$ cat src/verilog/sec_attr_pkg.sv
// constants shared by the secure acknowledge and attribute register bank
package sec_attr_pkg;
  // register word offsets within the base page
  localparam logic [15:0] ACK_OFFSET    = 16'h8024;
  localparam logic [15:0] ATTR_OFFSET   = 16'h8028;
  // acknowledge register field positions
  localparam int ACK_NSSTALL_BIT        = 9;
  localparam int ACK_WILD_LSB           = 6;
  localparam int ACK_IFETCH_BIT         = 5;
  localparam int ACK_CMD_BIT            = 3;
  localparam int ACK_EVT_BIT            = 2;
  localparam int ACK_XLAT_BIT           = 0;
  // attribute register field positions
  localparam int TBL_SH_LSB             = 10;
  localparam int TBL_OC_LSB             = 8;
  localparam int TBL_IC_LSB             = 6;
  localparam int Q_SH_LSB               = 4;
  localparam int Q_OC_LSB               = 2;
  localparam int Q_IC_LSB               = 0;
  // attribute encodings
  localparam logic [1:0] SH_NONE        = 2'h0;
  localparam logic [1:0] SH_RSVD        = 2'h1;
  localparam logic [1:0] SH_OUTER       = 2'h2;
  localparam logic [1:0] CA_NONE        = 2'h0;
  localparam logic [1:0] CA_RSVD        = 2'h3;
  localparam logic [2:0] WILD_MAX       = 3'h4;
  localparam logic [1:0] STALL_NONE_SUP = 2'h0;
  // reset values
  localparam logic [5:0] TBL_RESET      = 6'h00;
  localparam logic [5:0] Q_RESET        = 6'h00;
  // cycles a captured target is held in pend_ff before it is acknowledged
  localparam int ACK_DELAY_CYC          = 2;
endpackage : sec_attr_pkg

$ cat src/verilog/secure_ctrl_ack_attr_regs.sv
// secure acknowledge and memory attribute register bank
`timescale 1ns/1ns
// ack fields settle three edges after a control change
// attribute groups are guarded by the acknowledged enables
module secure_ctrl_ack_attr_regs
  import sec_attr_pkg::*;
#(
  // ring count and preset attribute values
  parameter int          EXT_RINGS     = 1,
  parameter logic [5:0]  TBL_PRESET_VAL = 6'h00,
  parameter logic [5:0]  Q_PRESET_VAL   = 6'h00
) (
  // clock and reset
  input  wire logic                 core_clk_i,
  input  wire logic                 sys_rst_i,
  // register access port
  input  wire logic                 reg_rd_i,
  input  wire logic                 reg_wr_i,
  input  wire logic                 reg_secure_i,
  input  wire logic [15:0]          reg_addr_i,
  input  wire logic [31:0]          reg_wdata_i,
  output logic      [31:0]          reg_rdata_o,
  // secure control values and configuration
  input  wire logic                 secure_side_present_i,
  input  wire logic                 wildcard_supported_i,
  input  wire logic [1:0]           stall_model_support_i,
  input  wire logic                 table_attr_preset_i,
  input  wire logic                 queue_attr_preset_i,
  input  wire logic                 nonsecure_stall_disable_i,
  input  wire logic [2:0]           vmid_wildcard_i,
  input  wire logic                 secure_ifetch_fault_i,
  input  wire logic                 command_ring_enable_i,
  input  wire logic                 event_ring_enable_i,
  input  wire logic                 translation_unit_enable_i,
  input  wire logic [EXT_RINGS-1:0] ext_command_ring_enable_i,
  input  wire logic [EXT_RINGS-1:0] ext_command_ring_enable_ack_i,
  // access attribute checks from the datapath
  input  wire logic                 fetch_nonsecure_ifetch_i,
  input  wire logic                 table_type_unsupported_i,
  input  wire logic [1:0]           table_alloc_hint_i,
  input  wire logic [1:0]           queue_alloc_hint_i,
  // acknowledged state and raw stall model for the datapath
  output logic                      nonsecure_stall_barred_o,
  output logic [1:0]                nonsecure_stall_model_o,
  output logic [2:0]                invalidate_vmid_ignore_o,
  output logic                      ifetch_permission_fault_o,
  output logic                      command_ring_active_o,
  output logic                      event_ring_active_o,
  output logic                      secure_bypass_o,
  // effective memory attributes
  output logic [1:0]                table_sharing_o,
  output logic [1:0]                table_outer_cache_o,
  output logic [1:0]                table_inner_cache_o,
  output logic [1:0]                queue_sharing_o,
  output logic [1:0]                queue_outer_cache_o,
  output logic [1:0]                queue_inner_cache_o,
  output logic [1:0]                table_alloc_hint_o,
  output logic [1:0]                queue_alloc_hint_o,
  output logic                      stream_entry_fetch_fault_o
);

  ////////////////////////////////////////////////////////////////////////////
  // helpers

  // reserved cacheability behaves as non-cacheable
  // shared by the table and queue groups
  // encoding 3 folds to non-cacheable
  function automatic logic [1:0] eff_cache(input logic [1:0] c);
    eff_cache = (c == CA_RSVD) ? CA_NONE : c;
  endfunction : eff_cache

  // sharing with reserved and non-cacheable overrides
  // a fully non-cacheable group ignores stored sharing
  // reserved sharing folds to non-shareable
  function automatic logic [1:0] eff_share(input logic [1:0] s, input logic [1:0] oc, input logic [1:0] ic);
    if ((oc == CA_NONE) && (ic == CA_NONE)) begin
      eff_share = SH_OUTER;
    end else if (s == SH_RSVD) begin
      eff_share = SH_NONE;
    end else begin
      eff_share = s;
    end
  endfunction : eff_share

  ////////////////////////////////////////////////////////////////////////////
  // acknowledge tracking

  // every ack field follows its control field
  // once the target has held still for a few edges
  // any change of the target restarts the count
  // control targets after masking ignored fields
  logic [9:0] ctrl_tgt;
  logic [9:0] ack_ff;                          // acknowledged values
  logic [9:0] pend_ff;                         // target being settled
  logic [1:0] settle_ff;                       // update completion counter

  // build the target image
  always_comb begin
    ctrl_tgt = '0;
    // stall disable only exists without stall support
    ctrl_tgt[ACK_NSSTALL_BIT] = nonsecure_stall_disable_i &
                                (stall_model_support_i == STALL_NONE_SUP);
    // wildcard needs support and a defined value
    ctrl_tgt[ACK_WILD_LSB +: 3] = (wildcard_supported_i && vmid_wildcard_i <= WILD_MAX) ?
                                  vmid_wildcard_i : 3'h0;
    // plain enables pass straight through
    ctrl_tgt[ACK_IFETCH_BIT]  = secure_ifetch_fault_i;
    ctrl_tgt[ACK_CMD_BIT]     = command_ring_enable_i;
    ctrl_tgt[ACK_EVT_BIT]     = event_ring_enable_i;
    ctrl_tgt[ACK_XLAT_BIT]    = translation_unit_enable_i;
  end

  // ack takes new target only after it held steady
  // the settle count parks at its last value, so a
  // steady target leaves the acknowledged word alone
  always_ff @(posedge core_clk_i) begin
    if (sys_rst_i) begin
      // every acknowledged field resets to zero
      ack_ff    <= 10'h0;
      pend_ff   <= 10'h0;
      settle_ff <= 2'h0;
    end else if (ctrl_tgt != pend_ff) begin
      // new target, count again from zero
      pend_ff   <= ctrl_tgt;                   // restart on any change
      settle_ff <= 2'h0;
    end else if (settle_ff == 2'(ACK_DELAY_CYC - 1)) begin
      // update complete, publish it
      ack_ff    <= pend_ff;
    end else begin
      // still settling
      settle_ff <= settle_ff + 2'h1;
    end
  end

  ////////////////////////////////////////////////////////////////////////////
  // attribute register

  logic [5:0] tbl_ff;                          // sharing, outer, inner
  logic [5:0] q_ff;                            // sharing, outer, inner
  logic       tbl_wr_ok;                       // table group may be written
  logic       q_wr_ok;                         // queue group may be written
  logic       attr_hit;                        // secure write to attribute word
  logic       rst_q_ff;                        // reset delayed by one edge

  // hit on a secure write to the attribute word
  assign attr_hit  = reg_wr_i & reg_secure_i & secure_side_present_i &
                     (reg_addr_i == ATTR_OFFSET);
  // table group frozen while translation or its ack is on
  assign tbl_wr_ok = ~translation_unit_enable_i & ~ack_ff[ACK_XLAT_BIT];
  // queue group frozen while any ring or ring ack is on
  assign q_wr_ok   = ~command_ring_enable_i & ~ack_ff[ACK_CMD_BIT] &
                     ~event_ring_enable_i & ~ack_ff[ACK_EVT_BIT] &
                     ~(|ext_command_ring_enable_i) & ~(|ext_command_ring_enable_ack_i);

  // table group fields
  // a refused write leaves the group untouched
  always_ff @(posedge core_clk_i) begin
    if (sys_rst_i) begin
      tbl_ff <= TBL_RESET;
    end else if (rst_q_ff) begin
      // preset strap only sampled once after reset
      if (table_attr_preset_i) begin
        tbl_ff <= TBL_PRESET_VAL;
      end
    end else if (attr_hit && tbl_wr_ok) begin
      // guarded software write
      tbl_ff <= reg_wdata_i[TBL_IC_LSB +: 6];
    end
  end

  // queue group fields
  // a refused write leaves the group untouched
  always_ff @(posedge core_clk_i) begin
    if (sys_rst_i) begin
      q_ff <= Q_RESET;
    end else if (rst_q_ff) begin
      // preset strap only sampled once after reset
      if (queue_attr_preset_i) begin
        q_ff <= Q_PRESET_VAL;
      end
    end else if (attr_hit && q_wr_ok) begin
      // guarded software write
      q_ff <= reg_wdata_i[Q_IC_LSB +: 6];
    end
  end

  // first cycle after reset release, catches preset straps
  // plain delayed copy of reset, needs no reset itself
  always_ff @(posedge core_clk_i) begin
    rst_q_ff <= sys_rst_i;
  end

  ////////////////////////////////////////////////////////////////////////////
  // register read

  // read data is zero unless a secure read hits
  // an absent secure side hides both words
  logic [31:0] nxt_rdata;
  always_comb begin
    nxt_rdata = 32'h0000_0000;
    if (reg_rd_i && reg_secure_i && secure_side_present_i) begin
      // both words decode on the byte offset
      case (reg_addr_i)
        ACK_OFFSET:  nxt_rdata = {22'h0, ack_ff};
        ATTR_OFFSET: nxt_rdata = {20'h0, tbl_ff, q_ff};
        default:     nxt_rdata = 32'h0000_0000;
      endcase
    end
  end

  // registered read data
  // data stands one cycle after the read strobe
  always_ff @(posedge core_clk_i) begin
    if (sys_rst_i) begin
      reg_rdata_o <= 32'h0000_0000;
    end else begin
      reg_rdata_o <= nxt_rdata;
    end
  end

  ////////////////////////////////////////////////////////////////////////////
  // datapath controls

  // effective cacheability per group
  // reserved encodings folded before use
  logic [1:0] t_oc;
  logic [1:0] t_ic;
  logic [1:0] q_oc;
  logic [1:0] q_ic;
  assign t_oc = eff_cache(tbl_ff[TBL_OC_LSB - TBL_IC_LSB +: 2]);
  assign t_ic = eff_cache(tbl_ff[1:0]);
  assign q_oc = eff_cache(q_ff[Q_OC_LSB +: 2]);
  assign q_ic = eff_cache(q_ff[Q_IC_LSB +: 2]);

  // registered effective controls
  // outputs other than the attributes and hints follow the acknowledged state, except the stall
  // model, which is registered straight from its input
  always_ff @(posedge core_clk_i) begin
    if (sys_rst_i) begin
      // reset: bypass on, sharing outer
      nonsecure_stall_barred_o  <= 1'b0;
      nonsecure_stall_model_o   <= 2'h0;
      invalidate_vmid_ignore_o  <= 3'h0;
      ifetch_permission_fault_o <= 1'b0;
      command_ring_active_o     <= 1'b0;
      event_ring_active_o       <= 1'b0;
      secure_bypass_o           <= 1'b1;
      table_sharing_o           <= SH_OUTER;
      table_outer_cache_o       <= CA_NONE;
      table_inner_cache_o       <= CA_NONE;
      queue_sharing_o           <= SH_OUTER;
      queue_outer_cache_o       <= CA_NONE;
      queue_inner_cache_o       <= CA_NONE;
      table_alloc_hint_o        <= 2'h0;
      queue_alloc_hint_o        <= 2'h0;
      stream_entry_fetch_fault_o <= 1'b0;
    end else begin
      // acknowledged controls and the raw stall model
      nonsecure_stall_barred_o  <= ack_ff[ACK_NSSTALL_BIT];
      nonsecure_stall_model_o   <= stall_model_support_i;
      invalidate_vmid_ignore_o  <= ack_ff[ACK_WILD_LSB +: 3];
      ifetch_permission_fault_o <= ack_ff[ACK_IFETCH_BIT] & fetch_nonsecure_ifetch_i;
      command_ring_active_o     <= ack_ff[ACK_CMD_BIT];
      event_ring_active_o       <= ack_ff[ACK_EVT_BIT];
      secure_bypass_o           <= ~ack_ff[ACK_XLAT_BIT];
      // effective attributes
      table_sharing_o           <= eff_share(tbl_ff[TBL_SH_LSB - TBL_IC_LSB +: 2], t_oc, t_ic);
      table_outer_cache_o       <= t_oc;
      table_inner_cache_o       <= t_ic;
      queue_sharing_o           <= eff_share(q_ff[Q_SH_LSB +: 2], q_oc, q_ic);
      queue_outer_cache_o       <= q_oc;
      queue_inner_cache_o       <= q_ic;
      // hints only pass for a cacheable group
      table_alloc_hint_o        <= (t_oc != CA_NONE || t_ic != CA_NONE) ? table_alloc_hint_i : 2'h0;
      queue_alloc_hint_o        <= (q_oc != CA_NONE || q_ic != CA_NONE) ? queue_alloc_hint_i : 2'h0;
      // fetch fault only while translating
      stream_entry_fetch_fault_o <= table_type_unsupported_i & ack_ff[ACK_XLAT_BIT];
    end
  end

endmodule : secure_ctrl_ack_attr_regs

$ cat config.mk
export PLATFORM = sky130hd
export DESIGN_NAME = secure_ctrl_ack_attr_regs
export DESIGN_NICKNAME = d
export VERILOG_FILES = /design/src/verilog/sec_attr_pkg.sv /design/src/verilog/secure_ctrl_ack_attr_regs.sv
export SDC_FILE = /design/constraint.sdc
export NUM_CORES = 1
export LEC_CHECK = 0
export BUFFER_PORTS_ARGS = -buffer_cell sky130_fd_sc_hd__buf_4
export CAP_MARGIN = 10
export CORE_MARGIN = 2
export CORE_UTILIZATION = 35
export CTS_CLUSTER_SIZE = 20
export DETAILED_ROUTE_END_ITERATION = 16
export PLACE_DENSITY = 0.63
export SLEW_MARGIN = 10
export SYNTH_ARGS = -nofsm -noshare
export SYNTH_HDL_FRONTEND = slang
export SYNTH_SLANG_ARGS = --single-unit
$ cat constraint.sdc
create_clock -name core_clk_i -period 1.85 [get_ports core_clk_i]
set_input_delay 0.0925 -clock core_clk_i [delete_from_list [all_inputs] [get_ports core_clk_i]]
set_output_delay 0.0925 -clock core_clk_i [all_outputs]
set_load 0.05 [all_outputs]
# Word level (Yosys, flattened, before mapping)
# Index checks and enable logic that the tools add are counted.
dict set report word_totals {
  register_bits 90
  in_bits 75
  output_inout_bits 59
  elab_cells 108
}
dict set report op_classes {
  addsub 1
  n_lt_le_gt_ge 1
  eq_ne 12
  muxes 14
  n_bitwise 24
  reduce_logical 31
}
# cell count
set op_table {}
lappend op_table {{6-bit 2-to-1 mux} 6}
lappend op_table {{16-bit == test, second input constant} 2}
lappend op_table {{12-bit one-hot mux with 2 select lines} 1}
lappend op_table {{1-bit bitwise AND} 12}
lappend op_table {{2-bit 2-to-1 mux} 6}
lappend op_table {{1-bit NOT} 12}
lappend op_table {{2-bit nonzero test} 6}
lappend op_table {{2-bit OR reduction} 6}
lappend op_table {{2-bit zero test} 5}
lappend op_table {{2-bit == test, second input constant} 4}
lappend op_table {{8-bit inequality test} 1}
lappend op_table {{1-bit logical AND} 7}
lappend op_table {{2-bit by 1-bit == test with 1-bit output, second input constant} 3}
lappend op_table {{2-bit AND reduction} 3}
lappend op_table {{3-bit OR reduction} 2}
lappend op_table {{2-bit inequality test, second input constant} 2}
lappend op_table {{3-bit less-or-equal comparator, second input constant} 1}
lappend op_table {{3-bit 2-to-1 mux} 1}
lappend op_table {{2-bit by 1-bit adder with 2-bit output, second input constant} 1}
lappend op_table {{1-bit logical OR} 2}

# Depth between registers and ports, before layout
# Gate-level depths: netlist of the first run.
dict set report depth {
  ltp_word 9
  ltp_mapped 6
  ltp_nobuf 5
}

# Worst setup path after synthesis of the first run
# OpenSTA, ideal clock, no wires.
dict set report synth_timing {
  path_kind {input to register}
  startpoint {input reg_addr_i[7]}
  endpoint {register tbl_ff[0]}
  setup_time_ps 132
  arrival_time_ps 1750
  required_time_ps 1718
  setup_slack_ps -32
  cell_stages 6
  n_path_buf 1
  path_cell_list {or4_4 > or4_4 > or4_1 > buf_2 > nand3_1 > a21oi_1}
}
dict set report synth_between {
  elab_chain_cells 5
}
# element line_no
set synth_lines {}
lappend synth_lines {{from (decl)} secure_ctrl_ack_attr_regs.sv:20} ;# input wire logic [15:0] reg_addr_i,
lappend synth_lines {{16-bit == test} secure_ctrl_ack_attr_regs.sv:147} ;# (reg_addr_i == ATTR_OFFSET);
lappend synth_lines {{1-bit bitwise AND} secure_ctrl_ack_attr_regs.sv:146} ;# assign attr_hit = reg_wr_i & reg_secure_i & secure_side_present_i &
lappend synth_lines {{1-bit logical AND} secure_ctrl_ack_attr_regs.sv:165} ;# end else if (attr_hit && tbl_wr_ok) begin
lappend synth_lines {{2-bit nonzero test (no line)} -}
lappend synth_lines {{2-bit AND reduction (no line)} -}
lappend synth_lines {{to (signal assigned)} secure_ctrl_ack_attr_regs.sv:167} ;# tbl_ff <= reg_wdata_i[TBL_IC_LSB +: 6];
lappend synth_lines {{to (decl)} secure_ctrl_ack_attr_regs.sv:138} ;# logic [5:0] tbl_ff;
# Every way passes these cells.
# A chain may end at the register's enable or synchronous reset.

# Worst setup path in the final report of the first run
dict set report layout_timing {
  startpoint {register pend_ff[6]}
  endpoint {register ack_ff[8]}
}
dict set report layout_between {
  elab_chain_cells 3
}
# element line_no
set layout_lines {}
lappend layout_lines {{from (decl)} secure_ctrl_ack_attr_regs.sv:94} ;# logic [9:0] pend_ff;
lappend layout_lines {{from (signal assigned)} secure_ctrl_ack_attr_regs.sv:124} ;# pend_ff <= ctrl_tgt;
lappend layout_lines {{8-bit inequality test} secure_ctrl_ack_attr_regs.sv:122} ;# end else if (ctrl_tgt != pend_ff) begin
lappend layout_lines {{1-bit NOT (no line)} -}
lappend layout_lines {{2-bit AND reduction (no line)} -}
lappend layout_lines {{to (signal assigned)} secure_ctrl_ack_attr_regs.sv:128} ;# ack_ff <= pend_ff;
lappend layout_lines {{to (decl)} secure_ctrl_ack_attr_regs.sv:93} ;# logic [9:0] ack_ff;
# Every way passes these cells.

==> results of run 1 <==
==> per-stage QoR <==
step / utilization (%) / cell area [um2] / hold slack [ns] / setup WS, ns
2_1_floorplan: - / 2850 / 0.120 / -0.0317
3_3_place_gp: 46.7 / 3590 / 0.295 / -0.154
5_1_grt: 53.0 / 4070 / 0.00921 / -0.0705
4_1_cts: 52.4 / 4030 / 0.00447 / 0.0126
6_report: 53.0 / 4070 / 0.0170 / 0.0278
3_5_place_dp: 46.7 / 3590 / 0.300 / -0.184
==> repair_timing <==
item	4_1_cts	5_1_grt
hold buffers	20	0
gates cloned	0	0
gates resized for setup	0	11
endpoints found under the setup margin	1	6
hold endpoints to repair	21	0
pin swaps	0	2
buffers inserted	1	1
==> cell usage after synthesis (3+ instances only) <==
library cell	count
a22oi_1	8
inv_1	13
clkbuf_1	6
nor2b_1	30
ha_1	9
xnor2_1	5
nand2b_1	6
nand3_1	8
nand4_1	3
nand2_1	20
mux2_2	5
nor4bb_1	5
and3_1	5
and2_1	4
nor4_1	5
buf_4	20
nand3b_1	7
nor2_1	13
dfxtp_1	70
a21oi_1	15
==> registers in the layout, summed over array words and instances (netlist names), 3 cells and up <==
name / flops
reg_rdata_o: 12
ack_ff: 8
invalidate_vmid_ignore_o: 3
tbl_ff: 6
pend_ff: 8
q_ff: 6
==> critical path: stages, from the launching register on <==
cell	delay, ns
dfxtp_2	0.32
or4_4	0.51
nand4_1	0.14
nor4b_4	0.24
buf_4	0.20
mux2_4	0.30
==> how the worst max path moves through the flow <==
stage,cells past startpoint,endpoint
3_5_place_dp,6,tbl_ff[5]
5_1_grt,7,ack_ff[8]
6_report,5,ack_ff[8]
3_3_place_gp,6,tbl_ff[3]
4_1_cts,5,ack_ff[9]
2_1_floorplan,6,tbl_ff[0]
==> cell families (layout without fill, tap and decap cells) <==
kind of cell,after synthesis,count (layout),share of synthesized area [%]
XOR/XNOR,7,7,2.21
other,1,20,0.135
AO/OA/AOI/OAI,24,24,5.18
AND/OR/NAND/NOR,118,118,26.4
adder cells (fa/ha/maj),9,9,4.06
buffers and inverters,41,157,8.34
multiplexers,8,8,3.16
flip-flops,70,70,50.5
==> layout make-up <==
type                    count  share of cell area [%]
inverters                  13                    1.20
clock inverters             5                    2.00
flip-flops and latches     70                    34.5
clock buffers              11                    3.72
well taps                 102                    3.13
repair buffers            128                    24.8
multi-input cells         186                    30.6
==> power groups by stage <==
stage	sequential, mW	combinational, mW	clock [mW]
floorplan	1.56	0.188	0
global placement	1.56	0.280	0
detailed placement	1.56	0.283	0
CTS	1.52	0.317	1.43
global route	1.52	0.343	1.50
finish	1.52	0.319	1.40
==> routing by layer <==
metal	GRT usage (%)	share of wire, %	vias up
met3	3.79	8.0	11
met4	7.72	2.0	0
met1	18.2	44	1020
li1	-	-	1153
met2	23.3	46	102
met5	0	0	-
==> impl_metrics.csv, run 1 <==
group,metric,value,unit
status,status,"complete, no violations",
global_route,grt_overflow_total,0,
critical_path,cp_data_required_time,2.09,ns
sta,max_freq,549,MHz
synth,synthArstFlopShare,0,%
floorplan,die_h,93.0,um
floorplan,initial_core_util,36.1,%
sta,worst_slew_pin_slew,0.488,ns
floorplan,coreArea,7690,um2
floorplan,rows,32,
min_path,whs_path_depth,2,
global_route,grt_antenna_before_repair,0,
power,fin_total_pwr,3.24,mW
clock_network,cts_sinks,70,
global_route,grt_pass1_wl,9.73,mm
critical_path,worstSetupPathType,"flip-flop to flip-flop",
synth,syn_avg_cell_area,9.98,um2
clock_network,cts.htree.levels,3,
final_layout,fill_cells,744,
placed_design,gp_congestion,0.719,
final_layout,final_cells,515,
synth,synth_top_cell_area_share,50.5,%
routing,dr_total_vias,2286,
routing,drtIter0Drc,67,
critical_path,arrival,2.06,ns
power,swShare,23.1,%
sta,post-route-period-util,98.5,%
floorplan,die_x,93.0,um
final_layout,multi_input_comb_area,1250,um2
critical_path,reg2reg_slack,0.03,ns
clock_network,clockBufferDepth,2,
routing,post_drt_wl_per_cell,12.2,um
final_layout,final_common_cell,"buf_4",
synth,yosysTopAreaCell,"dfxtp_1",
power,leakage,1.74,nW
clock_network,clk_pin_slew,0.08,ns
global_route,grt_pass1_vias,2159,
global_route,grt.total_usage,14.6,%
sta,rsz0062_at_grt,"true",
routing,viasPerCell,4.44,
routing,first_pass_iters,4,
routing,drc,0,
final_layout,mostFrequentLayoutCells,"108 x buf_4, 68 x dfxtp_1, 30 x nor2b_1",
routing,postRouteWirelength,6.30,mm
critical_path,crit_path_start,"pend_ff[6]",
sta,period_minus_slack,1.82,ns
synth,synth_ff_type,"dfxtp_1",
final_layout,final_nets,492,
synth,synth_area,2780,um2
power,p_seq_share,47.0,%
power,powerDensity,795,nW/um2
synth,yosysUniqueCellTypes,35,
min_path,hold_path_end,"pend_ff[7]",
synth,synthCells,278,
sta,finClkSkew,0.00761,ns
clock_network,cts_buffers,9,
routing,ant_nets,0,
synth,synth.area.top_cells,"dfxtp_1 50%, nor2b_1 6.8%, buf_4 5.4%",
clock_network,clockRootBuffer,"clkbuf_8",
global_route,grt_max_degree,28,
floorplan,pin_count,134,
critical_path,crit_fanout,4,
synth,ys.warnings.count,0,
final_layout,layout-drive-gt1-share,33.7,%
sta,hold_viol_final,0,
final_layout,seq_area,1410,um2
placed_design,hpwl,4.63,mm
job,max_cap_violations,0,
synth,seq_area_frac_synth,50.5,%
power,p_int,2.49,mW
min_path,hold_class,"input pin to flip-flop",
synth,synth-seq-cells,70,
critical_path,r2r-start,"pend_ff[6]",
critical_path,regToRegEndpoint,"ack_ff[8]",
placed_design,port_buffers,93,
power,switchingPower,0.750,mW
min_path,min_from,"vmid_wildcard_i[1]",
final_layout,insertedDiodeCount,0,
sta,setup_viol,0,
power,p_clk_share,43.1,%
synth,synth_edf_count,0,
clock_network,cts_tree,"built",
clock_network,clkLatencyLatePin,0.34,ns
final_layout,syn_to_final_growth,46.8,%
critical_path,crit_path_start_kind,"flip-flop",
power,peakVddDrop,0.298,mV
floorplan,dieArea,8660,um2
power,combPwrFrac,9.9,%
critical_path,endpoint_kind,"flip-flop",
sta,maxSlewViolCount,0,
placed_design,place_inst,477,
sta,totalNegativeSetupSlack,0,ns
critical_path,reg2regPathDepth,5,
sta,slew-limit-headroom,67.0,%
Note: power is estimated with default switching activity, not from simulation.
==> run 2: changes to the inputs <==
--- a/config.mk
+++ b/config.mk
@@ -8,10 +8,10 @@
 export BUFFER_PORTS_ARGS = -buffer_cell sky130_fd_sc_hd__buf_4
 export CAP_MARGIN = 10
 export CORE_MARGIN = 2
-export CORE_UTILIZATION = 35
+export CORE_UTILIZATION = 41
 export CTS_CLUSTER_SIZE = 20
 export DETAILED_ROUTE_END_ITERATION = 16
-export PLACE_DENSITY = 0.63
+export PLACE_DENSITY = 0.72
 export SLEW_MARGIN = 10
 export SYNTH_ARGS = -nofsm -noshare
 export SYNTH_HDL_FRONTEND = slang
==> run 2 against run 1 <==
Register-to-register slack improved by 0.04 ns. Final area is 4.6% lower. Non-clock buffer count decreased by 9. Largest cell class unchanged. Largest power group unchanged.
==> impl_metrics.csv, run 2 (synthesis gave the netlist of run 1 again) <==
group,metric,value,unit
status,status,"complete, no violations",
clock_network,cts_buffers,9,
final_layout,insertedDiodeCount,0,
sta,rsz0062_at_grt,"false",
final_layout,final_common_cell,"buf_4",
final_layout,final_nets,483,
sta,max_freq,560,MHz
placed_design,port_buffers,93,
routing,drtIter0Drc,70,
power,combPwrFrac,10.3,%
routing,ant_nets,0,
placed_design,placed_area,3550,um2
final_layout,fin_area,3880,um2
power,p_seq_share,51.3,%
final_layout,syn_to_final_growth,39.9,%
power,p_int,2.25,mW
clock_network,cts_tree,"built",
placed_design,gp_congestion,0.727,
floorplan,die_x,86.3,um
routing,post_drt_wl_per_cell,12.8,um
clock_network,cts.htree.levels,3,
global_route,grt_pass1_wl,9.63,mm
final_layout,layout-drive-gt1-share,32.6,%
power,swShare,24.3,%
critical_path,worstSetupPathType,"flip-flop to flip-flop",
final_layout,top_register,"reg_rdata_o",
floorplan,dieArea,7440,um2
critical_path,cp_data_required_time,2.08,ns
critical_path,crit_fanout,8,
critical_path,endpoint_kind,"flip-flop",
clock_network,clk_pin_slew,0.07,ns
routing,dr_total_vias,2239,
critical_path,crit_path_start_kind,"flip-flop",
sta,worst_slew_pin_slew,0.591,ns
min_path,hold_class,"input pin to flip-flop",
floorplan,pin_count,134,
power,p_clk_share,38.4,%
job,max_cap_violations,0,
sta,period_minus_slack,1.79,ns
final_layout,mostFrequentLayoutCells,"105 x buf_4, 69 x dfxtp_1, 30 x nor2b_1",
final_layout,top_regs,"reg_rdata_o (12), ack_ff (8), pend_ff (8)",
routing,first_pass_iters,4,
critical_path,arrival,2.01,ns
routing,viasPerCell,4.67,
global_route,grt_antenna_before_repair,0,
power,powerDensity,764,nW/um2
clock_network,clockRootBuffer,"clkbuf_8",
clock_network,clkLatencyLatePin,0.34,ns
clock_network,clockBufferDepth,2,
sta,hold_viol_final,0,
sta,post-route-period-util,96.6,%
floorplan,initial_core_util,43.0,%
final_layout,utilization,60.1,%
final_layout,fill_cells,572,
floorplan,die_h,86.3,um
routing,postRouteWirelength,6.14,mm
clock_network,cts_sinks,70,
power,leakage,1.68,nW
sta,finClkSkew,0.00768,ns
sta,maxSlewViolCount,0,
global_route,grt.total_usage,16.6,%
global_route,grt_overflow_total,0,
floorplan,rows,29,
power,peakVddDrop,0.443,mV
global_route,grt_pass1_vias,2072,
routing,drc,0,
global_route,grt_max_degree,28,
floorplan,coreArea,6460,um2
sta,slew-limit-headroom,60.5,%
sta,setup_viol,0,
final_layout,largest_reg_flops,12,
power,switchingPower,0.720,mW
placed_design,hpwl,4.60,mm
-- run 2: changes by cell type in the layout (fill, tap and decap cells not counted), moves of 2 or more --
cell           delta
buf_4             -3
clkbuf_8          -2
clkinv_2          +2
dlygate4sd3_1     -7
mux2_2            +3
mux2_4            -4
-- run 2: final timing paths --
| path | start | endpoint | slack, ns | cells after the start |
|---|---|---|---|---|
| max | pend_ff[6] | ack_ff[7] | 0.06 | 5 |
| min | event_ring_enable_i | pend_ff[2] | 0.006 | 2 |
| max reg2reg | pend_ff[6] | ack_ff[7] | 0.06 | 5 |
| min reg2reg | ack_ff[7] | invalidate_vmid_ignore_o[1] | 0.48 | 1 |
-- run 2: power by group through the flow --
stage / Combinational, mW / Clock (mW) / Sequential (mW)
finish: 0.305 / 1.14 / 1.52
global route: 0.325 / 1.23 / 1.52
CTS: 0.305 / 1.17 / 1.52
detailed placement: 0.283 / 0 / 1.56
global placement: 0.279 / 0 / 1.56
floorplan: 0.188 / 0 / 1.56
-- run 2: area by class of cell --
cell class	count	area, um2	area share, %
clock buffers	9	124	3.19
clock inverters	5	52.6	1.35
inverters	13	48.8	1.26
multi-input cells	186	1220	31.4
flip-flops and latches	70	1400	36.1
well taps	77	96.3	2.48
repair buffers	119	938	24.2
-- run 2: per-stage QoR --
step           power (mW)  worst slack, ns  hold WS, ns  setup TNS, ns  cells
2_1_floorplan        1.75          -0.0317        0.120         -0.190    297
5_1_grt              3.08           0.0212      0.00767              0    479
6_report             2.97           0.0633      0.00619              0    479
3_5_place_dp         1.84           -0.171        0.298          -1.71    450
3_3_place_gp         1.84           -0.147        0.295          -1.52    450
4_1_cts              2.99           0.0234      0.00185              0    477
-- run 2: what timing repair did --
| item | in CTS | in global routing |
|---|---|---|
| endpoints found under the setup margin | 0 | 6 |
| hold endpoints to repair | 14 | 0 |
| buffers inserted | 0 | 2 |
| hold buffers | 13 | 0 |
| resized for setup | 0 | 3 |
-- run 2: critical path: stages, from the launching register on --
cell and delay [ns]:
dfxtp_1 0.31, or4_1 0.51, nand4_1 0.12, nor4b_4 0.26, buf_12 0.17, mux2_2 0.32
-- run 2: layer usage --
layer,vias to the layer above,global-route usage (%),part of all wire (%)
li1,1138,-,-
met5,-,0,0
met2,85,26.6,45
met4,0,6.39,1.7
met3,10,3.62,6.9
met1,1006,22.0,46
